`src/shared/dus_pkg.sv`:
```
package dus_pkg;

    // command opcodes (data/command select low)
    localparam logic [7:0] OP_ACTIVATE = 8'h20;
    localparam logic [7:0] OP_CTRL1    = 8'h21;
    localparam logic [7:0] OP_CTRL2    = 8'h22;
    localparam logic [7:0] OP_NONE     = 8'h00;

    // first update control fields
    localparam int C1_BYPASS_BIT = 7;
    localparam int C1_VALUE_BIT  = 4;
    localparam int C1_OPT_LSB    = 0;

    // second update control stage bits, in execution order
    localparam int C2_CLK_ON   = 7;
    localparam int C2_CP_ON    = 6;
    localparam int C2_TEMP     = 5;
    localparam int C2_LUT      = 4;
    localparam int C2_INIT     = 3;
    localparam int C2_PATTERN  = 2;
    localparam int C2_CP_OFF   = 1;
    localparam int C2_CLK_OFF  = 0;

    localparam logic [7:0] CTRL2_RESET = 8'hff;
    localparam logic [2:0] STAGE_FIRST = 3'h0;
    localparam logic [2:0] STAGE_LAST  = 3'h7;
    localparam logic [2:0] BIT_LAST    = 3'h7;

    // handshake stage index: temp, lut, initial, pattern
    localparam int REQ_TEMP    = 0;
    localparam int REQ_LUT     = 1;
    localparam int REQ_INIT    = 2;
    localparam int REQ_PATTERN = 3;

    typedef struct packed {
        logic       bypass_enable;
        logic       bypass_value;
        logic [1:0] init_option;
    } dus_ctrl1_s;

    localparam dus_ctrl1_s CTRL1_RESET = '{1'b0, 1'b0, 2'h0};

    typedef struct packed {
        logic [7:0] data;
        logic       is_param;
    } dus_byte_s;

    typedef enum logic [1:0] {
        SEQ_IDLE,
        SEQ_SCAN,
        SEQ_WAIT
    } dus_seq_e;

endpackage

```
`src/core/dus_sync3.sv`:
```
`timescale 1ns/10ps
`default_nettype none
module dus_sync3 (
    input  wire logic clk,
    input  wire logic nrst,
    input  wire logic d,
    input  wire logic init,
    output var  logic q
);
    logic s1_reg;
    logic s2_reg;
    logic s3_reg;

    always_ff @(posedge clk or negedge nrst) begin
        if (!nrst) begin
            s1_reg <= 1'b0;
            s2_reg <= 1'b0;
            s3_reg <= 1'b0;
        end else begin
            s1_reg <= d;
            s2_reg <= s1_reg;
            s3_reg <= s2_reg;
        end
    end

    // filtered level holds its idle value until the chain has filled,
    // so reset zeros in the chain never show as a false pin change;
    // afterwards it follows only once stages two and three agree
    logic [1:0] fill_reg;

    always_ff @(posedge clk or negedge nrst) begin
        if (!nrst) begin
            q        <= 1'b0;
            fill_reg <= 2'h0;
        end else if (!(&fill_reg)) begin
            fill_reg <= fill_reg + 2'h1;
            q        <= init;
        end else if (s2_reg == s3_reg) begin
            q <= s3_reg;
        end
    end
endmodule
`default_nettype wire

```
`src/core/dus_update_ctrl.sv`:
```
// Summary of operation
// - opcode 0x21 then one byte stores bypass, bypass value, initial option
// - first-control bit 7 set bypasses old-frame RAM; default off
// - during bypass, first-control bit 4 replaces the RAM data; default 0
// - first-control bits 1:0 pick the initial-update source option
// - opcode 0x22 then one byte selects stages for the next activation
// - default 0xff runs all eight stages in their fixed order
// - 0x80 only enables clock; 0xc0 enables clock then charge pump
// - 0x0c runs initial then pattern display; 0x08 only initial display
// - 0x03 disables charge pump then disables clock
// - 0x01 only disables the clock
// - clock enable turns on oscillator if strap high, else external clock
// - clock enable cleared with strap high turns oscillator off
// - stages run only on opcode 0x20; host must not interrupt
`timescale 1ns/10ps
`default_nettype none
module dus_update_ctrl (
    input  wire logic                clk,
    input  wire logic                nrst,
    input  wire logic                spi_sclk,
    input  wire logic                spi_mosi,
    input  wire logic                spi_cs_n,
    input  wire logic                spi_dc,
    input  wire logic                clock_source_strap,
    input  wire logic [3:0]          stage_done,
    output var  logic [3:0]          stage_req,
    output var  dus_pkg::dus_ctrl1_s ctrl1,
    output var  logic                clock_gate_enable,
    output var  logic                charge_pump_enable,
    output var  logic                internal_oscillator_en,
    output var  logic                ext_clock_en,
    output var  logic                busy
);
    import dus_pkg::*;

    ////////////////////////////////////////////////////////////////////////
    // pin synchronisers
    logic sclk_s;
    logic mosi_s;
    logic cs_n_s;
    logic dc_s;
    logic strap_s;

    dus_sync3 u_sync_sclk (
        .clk  (clk),
        .nrst (nrst),
        .d    (spi_sclk),
        .init (1'b0),
        .q    (sclk_s)
    );
    dus_sync3 u_sync_mosi (
        .clk  (clk),
        .nrst (nrst),
        .d    (spi_mosi),
        .init (1'b0),
        .q    (mosi_s)
    );
    dus_sync3 u_sync_cs (
        .clk  (clk),
        .nrst (nrst),
        .d    (spi_cs_n),
        .init (1'b1),
        .q    (cs_n_s)
    );
    dus_sync3 u_sync_dc (
        .clk  (clk),
        .nrst (nrst),
        .d    (spi_dc),
        .init (1'b0),
        .q    (dc_s)
    );
    dus_sync3 u_sync_strap (
        .clk  (clk),
        .nrst (nrst),
        .d    (clock_source_strap),
        .init (1'b0),
        .q    (strap_s)
    );

    ////////////////////////////////////////////////////////////////////////
    // serial byte receiver, msb first, sampled on rising clock edge
    logic      sclk_prev_reg;
    logic [2:0] bit_cnt_reg;
    logic [6:0] shift_reg;
    dus_byte_s rx_reg;
    logic      rx_valid_reg;
    logic      sclk_rise;

    assign sclk_rise = sclk_s && !sclk_prev_reg && !cs_n_s;

    always_ff @(posedge clk or negedge nrst) begin
        if (!nrst) begin
            sclk_prev_reg <= 1'b0;
        end else begin
            sclk_prev_reg <= sclk_s;
        end
    end

    always_ff @(posedge clk or negedge nrst) begin
        if (!nrst) begin
            bit_cnt_reg  <= 3'h0;
            shift_reg    <= 7'h00;
            rx_reg       <= '0;
            rx_valid_reg <= 1'b0;
        end else begin
            rx_valid_reg <= 1'b0;
            if (cs_n_s) begin
                bit_cnt_reg <= 3'h0;
            end else if (sclk_rise) begin
                bit_cnt_reg <= bit_cnt_reg + 3'h1;
                shift_reg   <= {shift_reg[5:0], mosi_s};
                if (bit_cnt_reg == BIT_LAST) begin
                    rx_reg.data     <= {shift_reg, mosi_s};
                    rx_reg.is_param <= dc_s;
                    rx_valid_reg    <= 1'b1;
                end
            end
        end
    end

    ////////////////////////////////////////////////////////////////////////
    // command decode and update control registers
    logic [7:0] last_op_reg;
    logic [7:0] ctrl2_reg;
    logic       activate;

    assign activate = rx_valid_reg && !rx_reg.is_param
                      && rx_reg.data == OP_ACTIVATE;

    always_ff @(posedge clk or negedge nrst) begin
        if (!nrst) begin
            last_op_reg <= OP_NONE;
        end else if (rx_valid_reg && !rx_reg.is_param) begin
            last_op_reg <= rx_reg.data;
        end
    end

    always_ff @(posedge clk or negedge nrst) begin
        if (!nrst) begin
            ctrl1 <= CTRL1_RESET;
        end else if (rx_valid_reg && rx_reg.is_param
                     && last_op_reg == OP_CTRL1) begin
            ctrl1.bypass_enable <= rx_reg.data[C1_BYPASS_BIT];
            ctrl1.bypass_value  <= rx_reg.data[C1_VALUE_BIT];
            ctrl1.init_option   <= rx_reg.data[C1_OPT_LSB +: 2];
        end
    end

    always_ff @(posedge clk or negedge nrst) begin
        if (!nrst) begin
            ctrl2_reg <= CTRL2_RESET;
        end else if (rx_valid_reg && rx_reg.is_param
                     && last_op_reg == OP_CTRL2) begin
            ctrl2_reg <= rx_reg.data;
        end
    end

    ////////////////////////////////////////////////////////////////////////
    // staged update sequencer
    dus_seq_e   state_reg;
    logic [2:0] stage_reg;
    logic [7:0] sel_reg;
    logic [1:0] wait_idx_reg;
    logic       stage_on;
    logic       stage_is_hs;
    logic [1:0] hs_idx;

    // stage index n maps to control bit 7-n
    assign stage_on    = sel_reg[BIT_LAST - stage_reg];
    assign stage_is_hs = stage_reg >= 3'(BIT_LAST - C2_TEMP)
                         && stage_reg <= 3'(BIT_LAST - C2_PATTERN);
    assign hs_idx      = 2'(stage_reg - 3'(BIT_LAST - C2_TEMP));

    always_ff @(posedge clk or negedge nrst) begin
        if (!nrst) begin
            state_reg    <= SEQ_IDLE;
            stage_reg    <= STAGE_FIRST;
            sel_reg      <= 8'h00;
            wait_idx_reg <= 2'h0;
        end else begin
            unique case (state_reg)
                SEQ_IDLE: begin
                    if (activate) begin
                        sel_reg   <= ctrl2_reg;
                        stage_reg <= STAGE_FIRST;
                        state_reg <= SEQ_SCAN;
                    end
                end
                SEQ_SCAN: begin
                    if (stage_on && stage_is_hs) begin
                        wait_idx_reg <= hs_idx;
                        state_reg    <= SEQ_WAIT;
                    end else if (stage_reg == STAGE_LAST) begin
                        state_reg <= SEQ_IDLE;
                    end else begin
                        stage_reg <= stage_reg + 3'h1;
                    end
                end
                SEQ_WAIT: begin
                    if (stage_done[wait_idx_reg]) begin
                        if (stage_reg == STAGE_LAST) begin
                            state_reg <= SEQ_IDLE;
                        end else begin
                            stage_reg <= stage_reg + 3'h1;
                            state_reg <= SEQ_SCAN;
                        end
                    end
                end
                default: begin
                    state_reg <= SEQ_IDLE;
                end
            endcase
        end
    end

    // one-cycle start pulse for temperature, lut and display stages
    always_ff @(posedge clk or negedge nrst) begin
        if (!nrst) begin
            stage_req <= 4'h0;
        end else begin
            stage_req <= 4'h0;
            if (state_reg == SEQ_SCAN && stage_on && stage_is_hs) begin
                stage_req[hs_idx] <= 1'b1;
            end
        end
    end

    // activation opcodes are ignored until the sequence ends
    always_ff @(posedge clk or negedge nrst) begin
        if (!nrst) begin
            busy <= 1'b0;
        end else begin
            busy <= (state_reg != SEQ_IDLE || activate)
                    && !(state_reg == SEQ_SCAN && stage_reg == STAGE_LAST
                         && !(stage_on && stage_is_hs))
                    && !(state_reg == SEQ_WAIT && stage_reg == STAGE_LAST
                         && stage_done[wait_idx_reg]);
        end
    end

    ////////////////////////////////////////////////////////////////////////
    // clock and charge pump flags
    logic scan_act;

    assign scan_act = state_reg == SEQ_SCAN && stage_on;

    always_ff @(posedge clk or negedge nrst) begin
        if (!nrst) begin
            clock_gate_enable <= 1'b0;
        end else if (scan_act && stage_reg == 3'(BIT_LAST - C2_CLK_ON)) begin
            clock_gate_enable <= 1'b1;
        end else if (scan_act
                     && stage_reg == 3'(BIT_LAST - C2_CLK_OFF)) begin
            clock_gate_enable <= 1'b0;
        end
    end

    always_ff @(posedge clk or negedge nrst) begin
        if (!nrst) begin
            charge_pump_enable <= 1'b0;
        end else if (scan_act && stage_reg == 3'(BIT_LAST - C2_CP_ON)) begin
            charge_pump_enable <= 1'b1;
        end else if (scan_act && stage_reg == 3'(BIT_LAST - C2_CP_OFF)) begin
            charge_pump_enable <= 1'b0;
        end
    end

    // clock source follows the strap
    always_ff @(posedge clk or negedge nrst) begin
        if (!nrst) begin
            internal_oscillator_en <= 1'b0;
            ext_clock_en           <= 1'b0;
        end else begin
            internal_oscillator_en <= clock_gate_enable && strap_s;
            ext_clock_en           <= clock_gate_enable && !strap_s;
        end
    end

endmodule
`default_nettype wire

```
`config.mk`:
```
export PLATFORM = sky130hd
export DESIGN_NAME = dus_update_ctrl
export DESIGN_NICKNAME = d
export VERILOG_FILES = /design/src/shared/dus_pkg.sv /design/src/core/dus_sync3.sv /design/src/core/dus_update_ctrl.sv
export SDC_FILE = /design/constraint.sdc
export NUM_CORES = 1
export LEC_CHECK = 0
export BUFFER_PORTS_ARGS = -buffer_cell sky130_fd_sc_hd__buf_2
export CAP_MARGIN = 20
export CELL_PAD_IN_SITES_DETAIL_PLACEMENT = 1
export CELL_PAD_IN_SITES_GLOBAL_PLACEMENT = 2
export CORE_MARGIN = 5
export CORE_UTILIZATION = 46
export DETAILED_ROUTE_END_ITERATION = 6
export GPL_TIMING_DRIVEN = 0
export PLACE_DENSITY = 0.88
export SYNTH_ARGS = -nofsm -noshare
export SYNTH_HDL_FRONTEND = slang
export SYNTH_SLANG_ARGS = --single-unit
```
`constraint.sdc`:
```
create_clock -name clk -period 5.06 [get_ports clk]
set_clock_uncertainty 0.15 [all_clocks]
set_input_delay 0.506 -clock clk [delete_from_list [all_inputs] [get_ports clk]]
set_output_delay 0.506 -clock clk [all_outputs]
set_load 0.02 [all_outputs]
```
==> impl_metrics.yaml <==
placement:
  port_buffers: 23
  placed_cells: 400
  dp_hpwl_um: 4960
  routabilityCongestion: 0.794
setup_path:
  r2r_end: "state_reg[0]"
  r2r_slack_ns: 2.50
  timing.critical_path.from: "stage_reg[0]"
  timing.rr.start: "stage_reg[0]"
  ff2ff_path_depth: 6
  cp_slowest_cell: "dfrtp_1"
  worstPathArrival_ns: 2.65
  cp_max_fo: 9
  endpoint_kind: "flop"
  crit_top_cell: "mux2_1"
  crit_path_max_incr_delay_ns: 0.40
  crit_end: "state_reg[0]"
  start_kind: "flop"
  crit_chain: "buf_2 > mux2_1 > a22oi_1 > a21oi_1 > o31ai_1 > mux2_1"
  cp.required_ns: 5.15
  critPathKind: "reg -> reg"
power_and_ir_drop:
  powerDensity_nw_per_um2: 390
  p_leak_nw: 2.07
  ir_drop_mv: 0.184
cts:
  cts.reportedPaths.clkPinSlew_ns: 0.09
  clk_latency_ns: 0.36
  cts_resized: 0
  clock_path_buffers: 2
  post_cts_buffers: 0
  cts_buffers: 9
  clock-root-buffer: "clkbuf_8"
  htreeDepth: 3
  cts_sinks: 95
  cts_tree: "done"
grt:
  grt_pass1_vias: 2457
  grt.busiest_layer: "met2"
  grt_use_met1_pct: 19.0
  grt_max_degree: 59
  antenna_found_initial: 0
  grt_overflow: 0
  met3_usage_pct: 2.75
  use_met2_pct: 25.9
  grt_pass1_wl_um: 12100
  grt_usage_pct: 15.1
synthesis:
  synth_fp_nets: 298
  synth_ff_type: "dfrtp_1"
  async_reset_ff_share_pct: 100
  ys_top_cells_by_area: "dfrtp_1 (56%), mux2_2 (14%), dfstp_2 (5.5%)"
  synthCells: 271
  syn_area_um2: 3850
  seq_area_frac_synth_pct: 61.9
  synth_commonest_cells: "dfrtp_1 (87), mux2_2 (49), ha_1 (16), o21ai_0 (11), nand2_1 (10)"
  ys_ff_latch: 95
  yosys_warnings: 0
  synthMostInstantiatedCell: "dfrtp_1"
  synth-edff-count: 0
  yosys.area.top_type: "dfrtp_1"
  synth.distinct_cells: 45
  avgSynthCellArea_um2: 14.2
  yosys.area.top_type_share_pct: 56.5
layout:
  largest_register_ffs: 9
  n_antenna_cell: 0
  multi_input_area_um2: 1410
  fill_cells: 812
  area_growth_syn_to_layout_pct: 13.8
  seqCellArea_um2: 2390
  drive_gt1_share_pct: 33.0
  final_nets: 334
  stdcell_count: 417
timing:
  setup_tns_ns: 0
  timing_hold_violations_final: 0
  setup-violations-final: 0
  fin_hold_ws_ns: 0.101
  period_minus_slack_ns: 2.56
  finalCritPeriodShare_pct: 50.5
  maxSlewHeadroom_pct: 58.8
  rsz0062_at_grt: "no"
  tightest_slew_ns: 0.617
  drv_slew: 0
  fmax_mhz: 391
detailed_routing:
  vias_per_cell: 5.27
  ant_nets: 0
  drt-total-wl_um: 6830
  via_count: 2197
  routedWlPerCell_um: 16.4
  drc: 0
  drt_iter0_drc: 55
  drtPass1Iterations: 4
floorplan:
  io_pins: 24
  initial_core_util_pct: 47.1
  die_h_um: 102
  chipWidth_um: 102
  die-area_um2: 10300
  core-area_um2: 8180
  placementRows: 33
run:
  drv_cap: 0
status:
  status: "completed"
worst_hold_path:
  hold_class: "in -> reg"
routing by layer:
layer | part of all wire [%] | vias to the layer above
met4 | 1.6 | 0
li1 | - | 1027
met5 | 0 | -
met1 | 43 | 1131
met2 | 52 | 28
met3 | 2.6 | 11
cells by family (layout without fill, tap and decap cells):
family                   Yosys count  in the layout  share of synthesized area (%)
adder cells (fa/ha/maj)           16             16                           5.19
XOR/XNOR                           6              6                           1.36
flip-flops                        95             95                           61.9
AND/OR/NAND/NOR                   43             43                           6.43
multiplexers                      60             60                           17.4
buffers and inverters             15             56                           1.56
AO/OA/AOI/OAI                     36             36                           6.10
layout make-up:
cell class,count,area share [%]
Tap cell,105,3.00
Timing Repair Buffer,25,3.54
Buffer,6,0.599
Multi-Input combinational cell,161,32.1
Clock inverter,6,2.65
Sequential cell,95,54.5
Clock buffer,10,2.91
Inverter,9,0.771
critical path: cells and delay by family (launching register included):
kind	cells	cell delay (ns)
DFF	1	0.40
buffers and inverters	1	0.25
AOI/OAI and AO/OA	3	0.92
muxes	2	0.71
cells in the final DEF (no fill, tap or decap), types with 3 or more instances in the layout:
master     count
dfrtp_1       87
mux2_2        49
buf_2         25
ha_1          16
o21ai_0       11
nand2_1       10
inv_1          9
clkbuf_8       9
nor2_1         8
dfstp_2        8
mux2_1         7
a21oi_1        7
and2_1         5
xnor2_1        5
mux2i_1        4
nor2b_1        4
a21boi_0       4
clkbuf_1       3
bufinv_16      3
where the power goes:
part / internal, mW / switching, mW
Clock: 0.332 / 0.263
Combinational: 0.109 / 0.145
Sequential: 0.818 / 0.0448
Total: 1.26 / 0.452
timing repair:
item / 4_1_cts / 5_1_grt
hold buffers: 1 / 0
endpoints found under the hold margin: 35 / 0
setup endpoints to repair: 0 / 0
worst min-delay path by stage:
| stage | startpoint | endpoint | depth (start not counted) |
|---|---|---|---|
| floorplan | nrst | bit_cnt_reg[0] | 0 |
| global placement | u_sync_dc.s1_reg | u_sync_dc.s2_reg | 0 |
| detailed placement | u_sync_strap.s1_reg | u_sync_strap.s2_reg | 0 |
| CTS | spi_dc | u_sync_dc.s1_reg | 1 |
| global route | spi_mosi | u_sync_mosi.s1_reg | 1 |
| finish | spi_dc | u_sync_dc.s1_reg | 1 |
metrics by stage:
step	setup slack, ns	util, %	cell area (um2)	total power [mW]
floorplan	2.87	-	3850	1.04
global placement	2.45	50.2	4100	1.11
detailed placement	2.50	50.5	4130	1.14
CTS	2.49	53.6	4380	1.73
global route	2.33	53.6	4380	1.81
finish	2.50	53.6	4380	1.71
Note: power is estimated with default switching activity, not from simulation.
